**config.mk**
```make
export PLATFORM = sky130hd
export DESIGN_NAME = icfu_top
export DESIGN_NICKNAME = d
export VERILOG_FILES = /design/src/icfu_pkg.sv /design/src/icfu_top.sv /design/src/icfu_sync.sv /design/src/icfu_fifo.sv
export VERILOG_INCLUDE_DIRS = /design/src
export SDC_FILE = /design/constraint.sdc
export NUM_CORES = 1
export LEC_CHECK = 0
export ABC_AREA = 1
export BUFFER_PORTS_ARGS = -buffer_cell sky130_fd_sc_hd__buf_2
export CAP_MARGIN = 25
export CORE_AREA = 4 4 164 166
export CTS_BUF_LIST = sky130_fd_sc_hd__clkbuf_2
export CTS_CLUSTER_SIZE = 30
export DETAILED_ROUTE_END_ITERATION = 12
export DIE_AREA = 0 0 168 170
export PLACE_DENSITY = 0.72
export SLEW_MARGIN = 20
export SYNTH_ARGS = -nofsm -noshare
export SYNTH_HDL_FRONTEND = slang
export SYNTH_SLANG_ARGS = --single-unit
```
**constraint.sdc**
```tcl
create_clock -name pclk -period 6.38 [get_ports pclk]
set_clock_uncertainty 0.05 [all_clocks]
set_input_delay 1.276 -clock pclk [delete_from_list [all_inputs] [get_ports pclk]]
set_output_delay 1.276 -clock pclk [all_outputs]
set_load 0.01 [all_outputs]
```
**src/icfu_consts.svh**
```systemverilog
// constants for the input capture fifo unit
`ifndef ICFU_CONSTS_SVH
`define ICFU_CONSTS_SVH

// ------------------------------------------------------------
// structure
// ------------------------------------------------------------
`define ICFU_NCH        2
`define ICFU_TW         16
`define ICFU_FIFO_DEPTH 4
`define ICFU_FIFO_AW    2
`define ICFU_TMR_MAX    16'hffff

// ------------------------------------------------------------
// register map (byte addresses within a channel)
// ------------------------------------------------------------
`define ICFU_OFS_CON1   4'h0
`define ICFU_OFS_CON2   4'h4
`define ICFU_OFS_BUF    4'h8
`define ICFU_OFS_TMR    4'hc
`define ICFU_CH_BIT     4
`define ICFU_MAP_END    8'h20

// ------------------------------------------------------------
// field positions
// ------------------------------------------------------------
`define ICFU_C1_TSEL_HI 12
`define ICFU_C1_TSEL_LO 10
`define ICFU_C1_ICI_HI  6
`define ICFU_C1_ICI_LO  5
`define ICFU_C1_FNE     3
`define ICFU_C1_MODE_HI 2
`define ICFU_C1_MODE_LO 0
`define ICFU_C2_CASC    8
`define ICFU_C2_TRIG    7
`define ICFU_C2_TSTAT   6
`define ICFU_C2_SSEL_HI 4
`define ICFU_C2_SSEL_LO 0

// ------------------------------------------------------------
// reset values and counts
// ------------------------------------------------------------
`define ICFU_SSEL_NONE  5'h00
`define ICFU_PRE4_LAST  4'h3
`define ICFU_PRE16_LAST 4'hf
`define ICFU_ICNT_RST   2'h0
`define ICFU_PRE_RST    4'h0
`define ICFU_TMR_RST    16'h0000

`endif

```
**src/icfu_pkg.sv**
```systemverilog
// types shared by the input capture fifo unit
package icfu_pkg;

  // capture mode field codes
  typedef enum logic [2:0] {
    ICFU_MODE_OFF   = 3'h0,
    ICFU_MODE_ANY   = 3'h1,
    ICFU_MODE_RISE  = 3'h3,
    ICFU_MODE_DIV4  = 3'h4,
    ICFU_MODE_DIV16 = 3'h5
  } icfu_mode_t;

  // capture_control_one writable fields
  typedef struct packed {
    logic [2:0] timebase_clock_select;
    logic [1:0] interrupt_count_select;
    logic [2:0] capture_mode_select;
  } icfu_con1_t;

  // capture_control_two fields
  typedef struct packed {
    logic       cascade_enable;
    logic       trigger_mode_select;
    logic       trigger_armed_status;
    logic [4:0] sync_source_select;
  } icfu_con2_t;

endpackage

```
**src/icfu_top.sv**
```systemverilog
// input capture fifo unit: odd/even capture pair behind an apb slave
//
// Notes on behaviour
// - capture timer on rising or any edge
// - prescaled modes capture every 4th, 16th rise
// - interrupt after programmable capture count
// - fifo-not-empty flag tracks held captures
// - five-bit sync source, zero means none
// - three-bit time base select field
// - trigger-mode bit picks sync or trigger
// - three-bit capture mode field
// - cascade bit set in both pairs modules
// - even module follows odd when cascaded
// - odd module settings govern cascaded pair
// - cascaded pair held reset until sync on
// - capture only with time base and source
// - low half odd buffer, high even
// - odd flag means full pair available
// - modules independent with own 16-bit timer
// - odd wrap increments even count
`timescale 1ns/1ps
`default_nettype none
`include "icfu_consts.svh"
module icfu_top
  import icfu_pkg::*;
(
  input  wire logic        pclk,
  input  wire logic        presetn,
  input  wire logic        psel,
  input  wire logic        penable,
  input  wire logic        pwrite,
  input  wire logic [7:0]  paddr,
  input  wire logic [31:0] pwdata,
  output logic      [31:0] prdata,
  output logic             pready,
  output logic             pslverr,
  input  wire logic [1:0]  capture_input_pin,
  input  wire logic [7:0]  timebase_run,
  input  wire logic [31:0] sync_source_on,
  output logic      [1:0]  capture_irq
);

  // ------------------------------------------------------------
  // decode and read helpers
  // ------------------------------------------------------------
  function automatic logic icfu_hit(input logic [2:0] mode,
                                    input logic       rise,
                                    input logic       fall,
                                    input logic [3:0] pre);
    unique case (mode)
      ICFU_MODE_ANY:   icfu_hit = rise | fall;
      ICFU_MODE_RISE:  icfu_hit = rise;
      ICFU_MODE_DIV4:  icfu_hit = rise & (pre[1:0] == `ICFU_PRE4_LAST);
      ICFU_MODE_DIV16: icfu_hit = rise & (pre == `ICFU_PRE16_LAST);
      default:         icfu_hit = 1'b0;
    endcase
  endfunction

  function automatic logic [31:0] icfu_rd(input icfu_con1_t c1,
                                          input icfu_con2_t c2,
                                          input logic       fne,
                                          input logic [15:0] head,
                                          input logic [15:0] tmr,
                                          input logic [3:0] ofs);
    icfu_rd = '0;
    unique case (ofs)
      `ICFU_OFS_CON1: begin
        icfu_rd[`ICFU_C1_TSEL_HI:`ICFU_C1_TSEL_LO] = c1.timebase_clock_select;
        icfu_rd[`ICFU_C1_ICI_HI:`ICFU_C1_ICI_LO] = c1.interrupt_count_select;
        icfu_rd[`ICFU_C1_FNE] = fne;
        icfu_rd[`ICFU_C1_MODE_HI:`ICFU_C1_MODE_LO] = c1.capture_mode_select;
      end
      `ICFU_OFS_CON2: begin
        icfu_rd[`ICFU_C2_CASC]  = c2.cascade_enable;
        icfu_rd[`ICFU_C2_TRIG]  = c2.trigger_mode_select;
        icfu_rd[`ICFU_C2_TSTAT] = c2.trigger_armed_status;
        icfu_rd[`ICFU_C2_SSEL_HI:`ICFU_C2_SSEL_LO] = c2.sync_source_select;
      end
      `ICFU_OFS_BUF: icfu_rd[15:0] = head;
      `ICFU_OFS_TMR: icfu_rd[15:0] = tmr;
      default:       icfu_rd = '0;
    endcase
  endfunction

  // ------------------------------------------------------------
  // state
  // ------------------------------------------------------------
  icfu_con1_t           con1_q [`ICFU_NCH];
  icfu_con1_t           con1_d [`ICFU_NCH];
  icfu_con2_t           con2_q [`ICFU_NCH];
  icfu_con2_t           con2_d [`ICFU_NCH];
  logic [`ICFU_TW-1:0]  tmr_q  [`ICFU_NCH];
  logic [`ICFU_TW-1:0]  tmr_d  [`ICFU_NCH];
  logic [`ICFU_TW-1:0]  head   [`ICFU_NCH];
  logic [3:0]           pre_q  [`ICFU_NCH];
  logic [3:0]           pre_d  [`ICFU_NCH];
  logic [1:0]           icnt_q [`ICFU_NCH];
  logic [1:0]           icnt_d [`ICFU_NCH];
  logic [1:0]           irq_q, irq_d;
  logic [1:0]           rise, fall, fne, full, push, pop;
  logic [1:0]           run, src_on, hit;
  logic [2:0]           emode  [`ICFU_NCH];
  logic [1:0]           eici   [`ICFU_NCH];
  logic                 casc;
  logic [31:0]          prdata_q, prdata_d;
  logic                 pready_q, pready_d, pslverr_q, pslverr_d;
  logic                 setup, wr_acc, rd_acc, in_map;
  logic                 ch;
  logic [3:0]           ofs;

  assign prdata      = prdata_q;
  assign pready      = pready_q;
  assign pslverr     = pslverr_q;
  assign capture_irq = irq_q;

  // ------------------------------------------------------------
  // per-channel pin synchroniser and capture fifo
  // ------------------------------------------------------------
  for (genvar g = 0; g < `ICFU_NCH; g++) begin : g_ch
    icfu_sync u_sync (
      .pclk      (pclk),
      .presetn   (presetn),
      .pin_async (capture_input_pin[g]),
      .rise      (rise[g]),
      .fall      (fall[g])
    );
    icfu_fifo u_fifo (
      .pclk      (pclk),
      .presetn   (presetn),
      .push      (push[g]),
      .wdata     (tmr_q[g]),
      .pop       (pop[g]),
      .rdata     (head[g]),
      .not_empty (fne[g]),
      .full      (full[g])
    );
  end

  // ------------------------------------------------------------
  // effective configuration, run control and capture
  // ------------------------------------------------------------
  always_comb begin
    casc = con2_q[0].cascade_enable & con2_q[1].cascade_enable;
    for (int i = 0; i < `ICFU_NCH; i++) begin
      emode[i] = con1_q[i].capture_mode_select;
      eici[i]  = con1_q[i].interrupt_count_select;
      src_on[i] = (con2_q[i].sync_source_select != `ICFU_SSEL_NONE) &&
                  sync_source_on[con2_q[i].sync_source_select];
      // trigger mode waits for armed status, sync mode for the source
      run[i] = (emode[i] != ICFU_MODE_OFF) &&
               timebase_run[con1_q[i].timebase_clock_select] &&
               (con2_q[i].trigger_mode_select ?
                con2_q[i].trigger_armed_status : src_on[i]);
    end
    // even module takes odd settings and run state when paired
    if (casc) begin
      emode[1] = con1_q[0].capture_mode_select;
      eici[1]  = con1_q[0].interrupt_count_select;
      run[1]   = run[0];
    end
    for (int i = 0; i < `ICFU_NCH; i++) begin
      hit[i]  = run[i] & icfu_hit(emode[i], rise[i], fall[i], pre_q[i]);
    end
    push[0] = hit[0];
    push[1] = casc ? hit[0] : hit[1];
  end

  // ------------------------------------------------------------
  // time bases, prescalers and interrupt counters
  // ------------------------------------------------------------
  always_comb begin
    for (int i = 0; i < `ICFU_NCH; i++) begin
      tmr_d[i]  = run[i] ? tmr_q[i] + 1'b1 : `ICFU_TMR_RST;
      pre_d[i]  = !run[i] ? `ICFU_PRE_RST :
                  (rise[i] ? pre_q[i] + 1'b1 : pre_q[i]);
      icnt_d[i] = icnt_q[i];
      irq_d[i]  = 1'b0;
      if (!run[i]) begin
        icnt_d[i] = `ICFU_ICNT_RST;
      end else if (push[i]) begin
        if (icnt_q[i] == eici[i]) begin
          icnt_d[i] = `ICFU_ICNT_RST;
          irq_d[i]  = 1'b1;
        end else begin
          icnt_d[i] = icnt_q[i] + 1'b1;
        end
      end
    end
    // paired: even count steps on odd wrap, even raises no interrupt
    if (casc) begin
      tmr_d[1] = !run[0] ? `ICFU_TMR_RST :
                 ((tmr_q[0] == `ICFU_TMR_MAX) ? tmr_q[1] + 1'b1
                                              : tmr_q[1]);
      irq_d[1] = 1'b0;
    end
  end

  always_ff @(posedge pclk or negedge presetn) begin
    if (!presetn) begin
      irq_q <= '0;
      for (int i = 0; i < `ICFU_NCH; i++) begin
        tmr_q[i]  <= `ICFU_TMR_RST;
        pre_q[i]  <= `ICFU_PRE_RST;
        icnt_q[i] <= `ICFU_ICNT_RST;
      end
    end else begin
      irq_q <= irq_d;
      for (int i = 0; i < `ICFU_NCH; i++) begin
        tmr_q[i]  <= tmr_d[i];
        pre_q[i]  <= pre_d[i];
        icnt_q[i] <= icnt_d[i];
      end
    end
  end

  // ------------------------------------------------------------
  // apb slave: zero-wait access, read data prepared in setup
  // ------------------------------------------------------------
  always_comb begin
    ch     = paddr[`ICFU_CH_BIT];
    ofs    = paddr[3:0];
    in_map = (paddr < `ICFU_MAP_END) && (paddr[1:0] == 2'h0);
    setup  = psel & ~penable;
    wr_acc = psel & penable & pready_q & pwrite & in_map;
    rd_acc = psel & penable & pready_q & ~pwrite & in_map;
    pready_d  = setup;
    pslverr_d = setup & ~in_map;
    prdata_d  = prdata_q;
    if (setup) begin
      prdata_d = (in_map && !pwrite) ?
                 icfu_rd(con1_q[ch], con2_q[ch], fne[ch], head[ch],
                         tmr_q[ch], ofs) : '0;
    end
    for (int i = 0; i < `ICFU_NCH; i++) begin
      pop[i] = rd_acc && (ch == 1'(i)) && (ofs == `ICFU_OFS_BUF);
      con1_d[i] = con1_q[i];
      con2_d[i] = con2_q[i];
      if (wr_acc && ch == 1'(i) && ofs == `ICFU_OFS_CON1) begin
        con1_d[i].timebase_clock_select  =
          pwdata[`ICFU_C1_TSEL_HI:`ICFU_C1_TSEL_LO];
        con1_d[i].interrupt_count_select =
          pwdata[`ICFU_C1_ICI_HI:`ICFU_C1_ICI_LO];
        con1_d[i].capture_mode_select    =
          pwdata[`ICFU_C1_MODE_HI:`ICFU_C1_MODE_LO];
      end
      if (wr_acc && ch == 1'(i) && ofs == `ICFU_OFS_CON2) begin
        con2_d[i].cascade_enable       = pwdata[`ICFU_C2_CASC];
        con2_d[i].trigger_mode_select  = pwdata[`ICFU_C2_TRIG];
        con2_d[i].trigger_armed_status = pwdata[`ICFU_C2_TSTAT];
        con2_d[i].sync_source_select   =
          pwdata[`ICFU_C2_SSEL_HI:`ICFU_C2_SSEL_LO];
      end
      // trigger arrival sets armed status and beats a clear
      if (con2_q[i].trigger_mode_select && src_on[i]) begin
        con2_d[i].trigger_armed_status = 1'b1;
      end
    end
  end

  always_ff @(posedge pclk or negedge presetn) begin
    if (!presetn) begin
      prdata_q  <= '0;
      pready_q  <= 1'b0;
      pslverr_q <= 1'b0;
      for (int i = 0; i < `ICFU_NCH; i++) begin
        con1_q[i] <= '0;
        con2_q[i] <= '0;
      end
    end else begin
      prdata_q  <= prdata_d;
      pready_q  <= pready_d;
      pslverr_q <= pslverr_d;
      for (int i = 0; i < `ICFU_NCH; i++) begin
        con1_q[i] <= con1_d[i];
        con2_q[i] <= con2_d[i];
      end
    end
  end
endmodule
`default_nettype wire

```
**src/icfu_sync.sv**
```systemverilog
// three-stage input synchroniser with agreement filter and edge pulses
`timescale 1ns/1ps
`default_nettype none
module icfu_sync (
  input  wire logic pclk,
  input  wire logic presetn,
  input  wire logic pin_async,
  output logic      rise,
  output logic      fall
);
  logic s1_q, s2_q, s3_q, lvl_q, lvl_d;

  // level follows only when stages two and three agree
  always_comb begin
    lvl_d = (s2_q == s3_q) ? s3_q : lvl_q;
    rise  = lvl_d & ~lvl_q;
    fall  = ~lvl_d & lvl_q;
  end

  // synchroniser chain; first stage feeds only the second
  always_ff @(posedge pclk or negedge presetn) begin
    if (!presetn) begin
      s1_q  <= 1'b0;
      s2_q  <= 1'b0;
      s3_q  <= 1'b0;
      lvl_q <= 1'b0;
    end else begin
      s1_q  <= pin_async;
      s2_q  <= s1_q;
      s3_q  <= s2_q;
      lvl_q <= lvl_d;
    end
  end
endmodule
`default_nettype wire

```
**src/icfu_fifo.sv**
```systemverilog
// small capture fifo in flip-flops, drops pushes when full
`timescale 1ns/1ps
`default_nettype none
`include "icfu_consts.svh"
module icfu_fifo (
  input  wire logic                pclk,
  input  wire logic                presetn,
  input  wire logic                push,
  input  wire logic [`ICFU_TW-1:0] wdata,
  input  wire logic                pop,
  output logic      [`ICFU_TW-1:0] rdata,
  output logic                     not_empty,
  output logic                     full
);
  logic [`ICFU_TW-1:0]      mem_q [`ICFU_FIFO_DEPTH];
  logic [`ICFU_FIFO_AW-1:0] wp_q, wp_d, rp_q, rp_d;
  logic [`ICFU_FIFO_AW:0]   cnt_q, cnt_d;
  logic                     do_push, do_pop;

  // pointer and count update; a full fifo keeps its entries
  always_comb begin
    do_push = push & (cnt_q != `ICFU_FIFO_AW'(0) + (`ICFU_FIFO_AW+1)'(`ICFU_FIFO_DEPTH)) ;
    do_pop  = pop & (cnt_q != '0);
    wp_d    = do_push ? wp_q + 1'b1 : wp_q;
    rp_d    = do_pop ? rp_q + 1'b1 : rp_q;
    cnt_d   = cnt_q + {{`ICFU_FIFO_AW{1'b0}}, do_push}
                    - {{`ICFU_FIFO_AW{1'b0}}, do_pop};
    rdata     = mem_q[rp_q];
    not_empty = (cnt_q != '0);
    full      = (cnt_q == (`ICFU_FIFO_AW+1)'(`ICFU_FIFO_DEPTH));
  end

  always_ff @(posedge pclk or negedge presetn) begin
    if (!presetn) begin
      wp_q  <= '0;
      rp_q  <= '0;
      cnt_q <= '0;
      for (int i = 0; i < `ICFU_FIFO_DEPTH; i++) begin
        mem_q[i] <= `ICFU_TMR_RST;
      end
    end else begin
      wp_q  <= wp_d;
      rp_q  <= rp_d;
      cnt_q <= cnt_d;
      if (do_push) begin
        mem_q[wp_q] <= wdata;
      end
    end
  end
endmodule
`default_nettype wire

```
==> results of run 1 <==
## layer usage
| metal | wire (um) | share of wire | vias to the layer above |
|---|---|---|---|
| li1 | - | - | 5852 |
| met1 | 16650 | 0.44 | 5821 |
| met2 | 17290 | 0.46 | 535 |
| met3 | 2927 | 0.077 | 80 |
| met4 | 971 | 0.026 | 0 |
| met5 | 0 | 0 | - |
## final cells by class
type / count / area share
multi-input cells: 1245 / 0.4240
flip-flops and latches: 246 / 0.4274
clock buffers: 90 / 0.03127
clock inverters: 9 / 0.007819
well taps: 335 / 0.02910
repair buffers: 101 / 0.03944
inverters: 155 / 0.04074
diodes: 1 / 0.0001737
## through the flow
stage | cell area, sq um | setup WS (ns)
after floorplan | 13440 | 2.975
after global placement | 13810 | 2.337
after global routing | 14400 | 2.053
after detailed placement | 13810 | 2.248
final | 14400 | 2.485
after CTS | 14370 | 2.491
## cell usage in the layout (no fill, tap or decap), types with 4 or more instances in the layout
master / count
nand2_1: 559
dfrtp_1: 246
o21ai_0: 165
inv_1: 152
nor2_1: 138
clkbuf_2: 90
buf_2: 85
nand4_1: 72
nand3_1: 71
a21oi_1: 32
o211ai_1: 27
o221ai_1: 25
xor2_1: 24
nor3_1: 22
ha_1: 18
conb_1: 16
buf_4: 13
o22ai_1: 12
nor4_1: 8
nand2_4: 6
nand3_2: 5
clkinv_1: 5
a31oi_1: 4
nand3b_1: 4
a32o_1: 4
nor2_4: 4
## worst max path at each step
stage                             from                       to  cells after the start
floorplan                     paddr[1]  g_ch[1].u_fifo.cnt_q[2]                     13
global route                 con2_q[0]  g_ch[1].u_fifo.cnt_q[1]                     18
detailed placement  sync_source_on[17]  g_ch[1].u_fifo.cnt_q[2]                     19
CTS                          con2_q[0]  g_ch[1].u_fifo.cnt_q[1]                     18
global placement    sync_source_on[17]  g_ch[1].u_fifo.cnt_q[2]                     19
finish                       con2_q[0]  g_ch[1].u_fifo.cnt_q[1]                     18
## state kept, by name, summed over array words and instances, names as in the netlist
signal	cells
tmr_q	32
g_ch.u_fifo.wp_q	4
g_ch.u_sync.s3_q	2
g_ch.u_sync.s2_q	2
con1_q	16
capture_irq	2
pre_q	8
pslverr	1
con2_q	16
icnt_q	4
g_ch.u_sync.s1_q	2
pready	1
prdata	16
g_ch.u_fifo.cnt_q	6
g_ch.u_fifo.mem_q	128
g_ch.u_sync.lvl_q	2
g_ch.u_fifo.rp_q	4
## critical path, cell delays in order, from the launching register on
cell     delay (ns)
dfrtp_1        0.91
inv_1          0.30
nand2_1        0.12
nand3_1        0.07
o21ai_0        0.10
nand2_1        0.07
nand2_1        0.08
inv_1          0.04
nand2_1        0.04
nand2_1        0.06
nand3_1        0.12
nand3_1        0.13
nand2_2        0.57
nand2_1        0.20
inv_1          0.18
ha_1           0.18
inv_1          0.05
fa_1           0.48
inv_1          0.04
## cells by family after synthesis
logic type               count (synthesis)
AND/OR/NAND/NOR                        901
other                                    1
multiplexers                             3
flip-flops                             246
AO/OA/AOI/OAI                          276
XOR/XNOR                                27
buffers and inverters                  278
adder cells (fa/ha/maj)                 22
## power groups by stage
stage / combinational (mW) / sequential [mW] / clock, mW
final: 0.134 / 1.56 / 1.14
after global routing: 0.152 / 1.57 / 1.24
after CTS: 0.135 / 1.56 / 1.17
after detailed placement: 0.134 / 1.60 / 0
after global placement: 0.133 / 1.60 / 0
after floorplan: 0.0620 / 1.60 / 0
==> run_results.csv, run 1 <==
group,metric,value,unit
pwr,comb_power_share,0.047,
synth,yosysSeqAreaShare,0.4600,
critical_path,arrival,4.56,ns
pwr,switching_share,0.2640,
critical_path,worstSetupStartpointType,"flop",
synth,syn-instance-count,1754,
global_routing,antenna_found_initial,1,
timing,fin_crit,3.895,ns
critical_path,required,7.04,ns
synth,synth.most_common_cell,"nand2_1",
floorplan,initial_utilization,0.5224,
synth,synth_edf_count,0,
floorplan,fp.dieArea,28560,sq um
clocking,numClockSinks,246,
clocking,cts-root-buf,"clkbuf_2",
routing,antenna_left,0,
timing,worst_slew_pin_slew,1.058,ns
critical_path,crit_fanout,35,
floorplan,rows,59,
synth,syn_area_per_cell,7.630,sq um
pwr,netSwitchingPower,0.7497,mW
floorplan,boundaryPins,123,
routing,finalWirelength,37840,um
clocking,clk_pin_slew_worst_paths,0.09,ns
clocking,post_cts_buffers,0,
pwr,seq_power_share,0.551,
routing,drtIter0Drc,1351,
global_routing,grt_pass1_wl,60860,um
timing,hold_violations,0,
min_path,min-delay-start,"g_ch[0].u_sync.s1_q",
clocking,cts_tree,"built",
layout,num-fill-cells,2417,
critical_path,path_class,"flop to flop",
min_path,holdPathEnd,"g_ch[0].u_sync.s2_q",
synth,synth_top_area_cell,"dfrtp_1",
flow_run,drv_cap,0,
global_routing,grt_max_degree,113,
layout,drive_gt1_frac,0.1208,
min_path,min_path_cells,0,
routing,first_pass_iters,5,
pwr,peakVddDrop,0.1316,mV
clocking,h-tree-depth,3,
routing,wl_per_cell,17.34,um
timing,finalSetupTns,0,ns
timing,fmax,256.7,MHz
synth,synth_top_area_share,0.4600,
pwr,power,2.840,mW
synth,syn_area,13380,sq um
synth,synth_xor_area_frac,0.01767,
synth,synth.distinct_cells,45,
clocking,post_cts_resized,0,
floorplan,die_x,168,um
clocking,cts_buffers,67,
synth,synth_area_leaders,"dfrtp_1, nand2_1, o21ai_0, inv_1, nor2_1",
layout,nets,1923,
routing,drc,0,
layout,syn_to_final_growth,7.620,%
synth,synthArstFlopShare,1.000,
layout,layout.cells.non_filler,2182,
global_routing,gr-max-usage-layer,"met2",
timing,slew_headroom,0.2940,
critical_path,rr_endpoint,"g_ch[1].u_fifo.cnt_q[1]",
global_routing,met2_usage,0.4022,
clocking,clkLatencyLatePin,0.88,ns
synth,synth_adder_area_share,0.02132,
layout,final_util,0.5623,
critical_path,ff2ff_path_depth,18,
global_routing,grt_use_met1,0.3766,
synth,synth_top_family_by_area,"simple AND/OR/NAND/NOR gates",
placement,dp_cells,2080,
routing,via_per_inst,5.632,
critical_path,r2r_start,"con2_q[0]",
critical_path,r2r_slack,2.48,ns
placement,io_buffer_count,86,
synth,synth_compound_area_frac,0.1199,
synth,synthFlopType,"dfrtp_1",
synth,ys.warnings.count,0,
pwr,internal_power,2.090,mW
synth,synth_commonest_cells,"nand2_1, dfrtp_1, o21ai_0",
synth,synth-simple-area-share,0.2902,
pwr,p_leak,7.620,nW
timing,slew_viol_final,0,
synth,synthMuxAreaShare,0.002244,
layout,final-seq-area,6156,sq um
timing,holdWs,0.3025,ns
min_path,hold_class,"flop to flop",
global_routing,track_usage,0.2626,
global_routing,gr-total-overflow,0,
global_routing,grt_pass1_vias,11410,
clocking,cts_hold_buf,0,
status,status,"finished, final reports clean",
pwr,power_density,197.2,nW/um^2
pwr,clock_power_share,0.402,
timing,setup_violations,0,
layout,multiInputGateArea,6107,sq um
timing,rsz0062_at_grt,"no",
placement,routabilityCongestion,0.9169,
floorplan,die_y,170,um
placement,dpl.hpwl,24570,um
timing,fin_crit_sh,0.6105,
critical_path,cp-end-kind,"flop",
floorplan,coreArea,25620,sq um
global_routing,grtUsageMet3,0.04553,
synth,synth_seq_cells,246,
clocking,cts_buffer_depth,3,
routing,num_vias,12290,
No activity file was read; power rests on OpenSTA's default activity.
==> run 2: changes to the inputs <==
==> constraint.sdc (replaced) <==
create_clock -name pclk -period 3.6 [get_ports pclk]
set_clock_uncertainty 0.05 [all_clocks]
set_input_delay 0.72 -clock pclk [delete_from_list [all_inputs] [get_ports pclk]]
set_output_delay 0.72 -clock pclk [all_outputs]
set_load 0.01 [all_outputs]
==> run 2 against run 1 <==
Net effect:
- die area did not move
- utilization rose by 0.85 points
- sequential share of layout area fell by 0.64 points
- final area rose by 1.5%
- setup slack got worse by 2.0 ns
- worst hold slack got worse by 0.20 ns
- sequential cell count did not move
- global-route usage rose by 0.63 points
- clock-buffer cell count rose by 6
- clock power rose by 79%
- routed wire length rose by 1.3%
- combinational power rose by 83%
- largest power group unchanged
==> run_results.csv, run 2 (synthesized netlist as in run 1, its figures left out) <==
group,metric,value,unit
status,status,"finished, final reports clean",
min_path,min_path_cells,3,
critical_path,cp-end-kind,"flop",
routing,via_per_inst,5.620,
routing,drc,0,
routing,finalWirelength,38340,um
layout,drive_gt1_frac,0.1337,
layout,multiInputGateArea,6107,sq um
routing,num_vias,12440,
critical_path,endpoint,"g_ch[1].u_fifo.mem_q[0]",
global_routing,grt_max_degree,101,
critical_path,path_buf_inv,2,
global_routing,gr-total-overflow,0,
floorplan,coreArea,25620,sq um
critical_path,ff2ff_path_depth,14,
critical_path,cp.depth,14,
critical_path,crit_chain,"inv_1 -> a21oi_1 -> o21ai_0 -> nand3_1 -> nand3_1 -> nand2_1 -> nand2_1 -> nand3_1 -> nand3_1 -> nand2_2 -> buf_4 -> nand3_2 -> nand2_1 -> nand2_1",
clocking,cts_buffer_depth,3,
layout,final-seq-area,6156,sq um
critical_path,crit_fanout,28,
floorplan,rows,59,
global_routing,antenna_found_initial,1,
timing,holdWs,0.09799,ns
critical_path,path_class,"flop to flop",
clocking,cts_buffers,66,
clocking,numClockSinks,246,
timing,slew_headroom,0.4463,
critical_path,slowest_stage,"dfrtp_1",
clocking,clk_pin_slew_worst_paths,0.11,ns
clocking,h-tree-depth,3,
floorplan,boundaryPins,123,
timing,rsz0062_at_grt,"no",
timing,slew_viol_final,0,
layout,final_common_cell,"nand2_1",
timing,hold_violations,0,
critical_path,required,4.23,ns
global_routing,grt_pass1_wl,62350,um
timing,fmax,321.6,MHz
timing,worst_slew_pin_slew,0.8296,ns
routing,antenna_left,0,
clocking,cts-root-buf,"clkbuf_2",
flow_run,drv_cap,0,
clocking,clkLatencyLatePin,0.84,ns
layout,most-common-layout-cells,"nand2_1, dfrtp_1, o21ai_0",
timing,setup_violations,0,
routing,first_pass_iters,6,
critical_path,arrival,3.74,ns
clocking,cts_tree,"built",
critical_path,max_stage_delay,0.64,ns
floorplan,die_y,170,um
layout,syn_to_final_growth,9.247,%
min_path,hold_class,"input port to flop",
placement,io_buffer_count,86,
placement,routabilityCongestion,0.9706,
routing,drtIter0Drc,1274,
routing,wl_per_cell,17.32,um
critical_path,r2r_start,"con2_q[1]",
layout,largest_reg_flops,128,
global_routing,track_usage,0.2689,
clocking,cts_hold_buf,3,
floorplan,initial_utilization,0.5224,
pwr,power_density,345.7,nW/um^2
layout,top_regs,"g_ch.u_fifo.mem_q x128, tmr_q x32",
placement,place_ws,0.4894,ns
timing,fin_crit,3.109,ns
critical_path,r2r_slack,0.49,ns
clocking,post_cts_buffers,0,
critical_path,rr_endpoint,"g_ch[1].u_fifo.mem_q[0]",
critical_path,cp_top_family,"simple AND/OR/NAND/NOR gates",
pwr,power,5.055,mW
timing,setup_ws,0.4906,ns
clocking,post_cts_resized,0,
critical_path,crit_start,"con2_q[1]",
layout,nets,1942,
placement,dpl.hpwl,25700,um
timing,finalSetupTns,0,ns
global_routing,grt_pass1_vias,11770,
floorplan,fp.dieArea,28560,sq um
layout,num-fill-cells,2393,
timing,fin_crit_sh,0.8637,
layout,top_register,"g_ch.u_fifo.mem_q",
floorplan,die_x,168,um
critical_path,worstSetupStartpointType,"flop",
pwr,p_leak,7.756,nW
pwr,peakVddDrop,0.1932,mV
-- run 2: where the power goes --
group          switching [mW]  total [mW]  internal (mW)  leakage, nW
clock                    1.18        2.04          0.853        0.456
combinational           0.170       0.245         0.0756         3.93
sequential            0.00424        2.77           2.77         3.37
-- run 2: per-stage QoR --
stage / utilization / instances / instance area, sq um
after floorplan: - / 1769 / 13440
after global placement: 0.5460 / 2099 / 13990
after detailed placement: 0.5460 / 2099 / 13990
after CTS: 0.5707 / 2212 / 14620
after global routing: 0.5708 / 2213 / 14620
final: 0.5708 / 2213 / 14620
-- run 2: how the worst min path moves through the flow --
| stage | slack (ns) | start | end |
|---|---|---|---|
| floorplan | 0.28 | g_ch[0].u_sync.s1_q | g_ch[0].u_sync.s2_q |
| global placement | 0.28 | g_ch[1].u_sync.s1_q | g_ch[1].u_sync.s2_q |
| detailed placement | 0.29 | g_ch[1].u_sync.s1_q | g_ch[1].u_sync.s2_q |
| CTS | 0.05 | pwdata[11] | con1_q[14] |
| global route | 0.08 | pwdata[11] | con1_q[14] |
| finish | 0.1 | pwdata[7] | con2_q[6] |
-- run 2: final cells by class --
| cell class | count | share of cell area |
|---|---|---|
| antenna | 1 | 0.0001712 |
| clock inverter | 14 | 0.008216 |
| inverter | 155 | 0.04014 |
| clock buffer | 96 | 0.03286 |
| sequential | 246 | 0.4211 |
| timing repair buffer | 121 | 0.05118 |
| multi-input combinational | 1245 | 0.4177 |
| tap | 335 | 0.02867 |
-- run 2: metal layers --
metal	track usage	wire length, um
met1	0.3795	16660
met2	0.4224	17590
met3	0.04483	3150
met4	0.09704	939
met5	0	0
-- run 2: worst reg2reg max path: stages (launching register included) --
cell and delay, ns:
dfrtp_1 0.64, inv_1 0.28, a21oi_1 0.16, o21ai_0 0.09, nand3_1 0.07, nand3_1 0.06
nand2_1 0.08, nand2_1 0.06, nand3_1 0.12, nand3_1 0.12, nand2_2 0.13, buf_4 0.32
nand3_2 0.51, nand2_1 0.19, nand2_1 0.06
==> run 3: changes to the inputs <==
==> constraint.sdc (replaced) <==
create_clock -name pclk -period 3.6 [get_ports pclk]
set_clock_uncertainty 0.05 [all_clocks]
set_input_delay 0.36 -clock pclk [delete_from_list [all_inputs] [get_ports pclk]]
set_output_delay 0.36 -clock pclk [all_outputs]
set_load 0.01 [all_outputs]
==> run 3 against run 2 <==
Net effect:
- sequential power hardly changed
- largest cell class unchanged
- clock power rose by 5%
- first-iteration DRC count down 0.78%
- register-to-register slack hardly changed
- highest routed layer unchanged
- clock-buffer cell count increased by 16
- via count grew 1.3%
- global-route usage is 0.13 points lower
- final area increased by 1.0%
- sequential share of layout area down 0.43 points
==> run_results.csv, run 3 (synthesized netlist as in run 1, its figures left out) <==
group,metric,value,unit
global_routing,grt_pass1_vias,11970,
critical_path,required,4.23,ns
floorplan,die_y,170,um
floorplan,initial_utilization,0.5224,
routing,drc,0,
pwr,peakVddDrop,0.1908,mV
timing,finalSetupTns,0,ns
critical_path,slowest_stage,"dfrtp_1",
timing,slew_viol_final,0,
global_routing,grt_pass1_wl,62010,um
timing,fmax,323.0,MHz
clocking,h-tree-depth,3,
routing,dr_wl_met2,18030,um
layout,top_regs,"g_ch.u_fifo.mem_q x128, tmr_q x32",
routing,dr_wl_met3,3243,um
clocking,cts-root-buf,"clkbuf_2",
clocking,clkLatencyLatePin,0.85,ns
critical_path,max_stage_delay,0.62,ns
layout,drive_gt1_frac,0.1334,
global_routing,grt_max_degree,84,
floorplan,rows,59,
layout,nets,1954,
layout,final_area,14770,sq um
floorplan,coreArea,25620,sq um
critical_path,cp_top_family,"simple AND/OR/NAND/NOR gates",
placement,dpl.hpwl,25040,um
global_routing,antenna_found_initial,1,
min_path,hold_class,"input port to asynchronous set/reset pin",
critical_path,crit_fanout,72,
placement,io_buffer_count,86,
critical_path,path_buf_inv,2,
clocking,post_cts_resized,0,
routing,finalWirelength,38430,um
critical_path,worstSetupStartpointType,"flop",
pwr,power,5.166,mW
pwr,p_leak,7.840,nW
critical_path,crit_chain,"inv_1 -> a21oi_1 -> o21ai_0 -> nand3_1 -> nand3_1 -> nand2_1 -> nand2_1 -> nand3_1 -> nand3_1 -> nand2_2 -> buf_12 -> nand3_2 -> nand2_1 -> nand2_1",
floorplan,die_x,168,um
timing,worst_slew_pin_slew,0.8011,ns
layout,top_register,"g_ch.u_fifo.mem_q",
layout,final_util,0.5767,
layout,syn_to_final_growth,10.39,%
placement,routabilityCongestion,0.9019,
clocking,numClockSinks,246,
global_routing,track_usage,0.2676,
timing,rsz0062_at_grt,"no",
status,status,"finished, final reports clean",
floorplan,fp.dieArea,28560,sq um
clocking,cts_buffer_depth,3,
routing,via_per_inst,5.643,
timing,slew_headroom,0.4646,
routing,routed.top_layer,"met4",
timing,hold_violations,0,
timing,setup_ws,0.5039,ns
critical_path,path_class,"flop to flop",
layout,most-common-layout-cells,"nand2_1, dfrtp_1, o21ai_0",
critical_path,arrival,3.72,ns
flow_run,drv_cap,0,
critical_path,cp-end-kind,"flop",
clocking,clk_pin_slew_worst_paths,0.11,ns
timing,fin_crit,3.096,ns
floorplan,boundaryPins,123,
routing,drtIter0Drc,1264,
clocking,post_cts_buffers,0,
timing,fin_crit_sh,0.8600,
layout,final_common_cell,"nand2_1",
routing,m1WireLength,16220,um
global_routing,gr-total-overflow,0,
pwr,power_density,349.7,nW/um^2
routing,antenna_left,0,
timing,setup_violations,0,
layout,largest_reg_flops,128,
clocking,cts_tree,"built",
placement,place_ws,0.5986,ns
routing,num_vias,12600,
routing,first_pass_iters,8,
critical_path,r2r_slack,0.50,ns
routing,wl_per_cell,17.21,um
clocking,cts_buffers,68,
placement,place_area,13910,sq um
-- run 3: final timing paths --
kind                                      from                 endpoint  cells after the start
max reg2reg                          con2_q[1]  g_ch[1].u_fifo.mem_q[6]                     14
min in group pclk                         psel   g_ch[0].u_fifo.rp_q[1]                      6
max                                  con2_q[1]  g_ch[1].u_fifo.mem_q[6]                     14
min                                    presetn  g_ch[1].u_fifo.mem_q[8]                      2
max in group asynchronous              presetn               con2_q[13]                      3
min reg2reg                g_ch[1].u_sync.s1_q      g_ch[1].u_sync.s2_q                      0
-- run 3: routing by layer --
metal,global-route usage,vias to the layer above
met1,0.3683,5987
met4,0.09951,0
met5,0,-
li1,-,5940
met2,0.4259,575
met3,0.04971,99
-- run 3: area by class of cell --
type	count	area (sq um)
diodes	1	2.502
clock buffers	112	560.5
clock inverters	8	82.58
fillers	2364	10840
inverters	155	586.8
multi-input cells	1245	6107
flip-flops and latches	246	6156
well taps	335	419.2
repair buffers	131	858.3
-- run 3: power by group --
| group | total [mW] | switching [mW] | internal, mW |
|---|---|---|---|
| combinational | 0.258 | 0.173 | 0.0852 |
| clock | 2.14 | 1.19 | 0.945 |
| sequential | 2.77 | 0.00442 | 2.77 |
| total | 5.17 | 1.37 | 3.80 |
-- run 3: what timing repair did --
action	4_1_cts	5_1_grt
endpoints found under the setup margin	0	0
hold buffers	22	0
endpoints found under the hold margin	152	0
-- run 3: stage by stage --
step,hold slack [ns],instances
2_1_floorplan,0.01441,1769
3_3_place_gp,0.2850,2090
3_5_place_dp,0.3057,2090
4_1_cts,0.03276,2232
5_1_grt,0.05161,2233
6_report,0.07725,2233
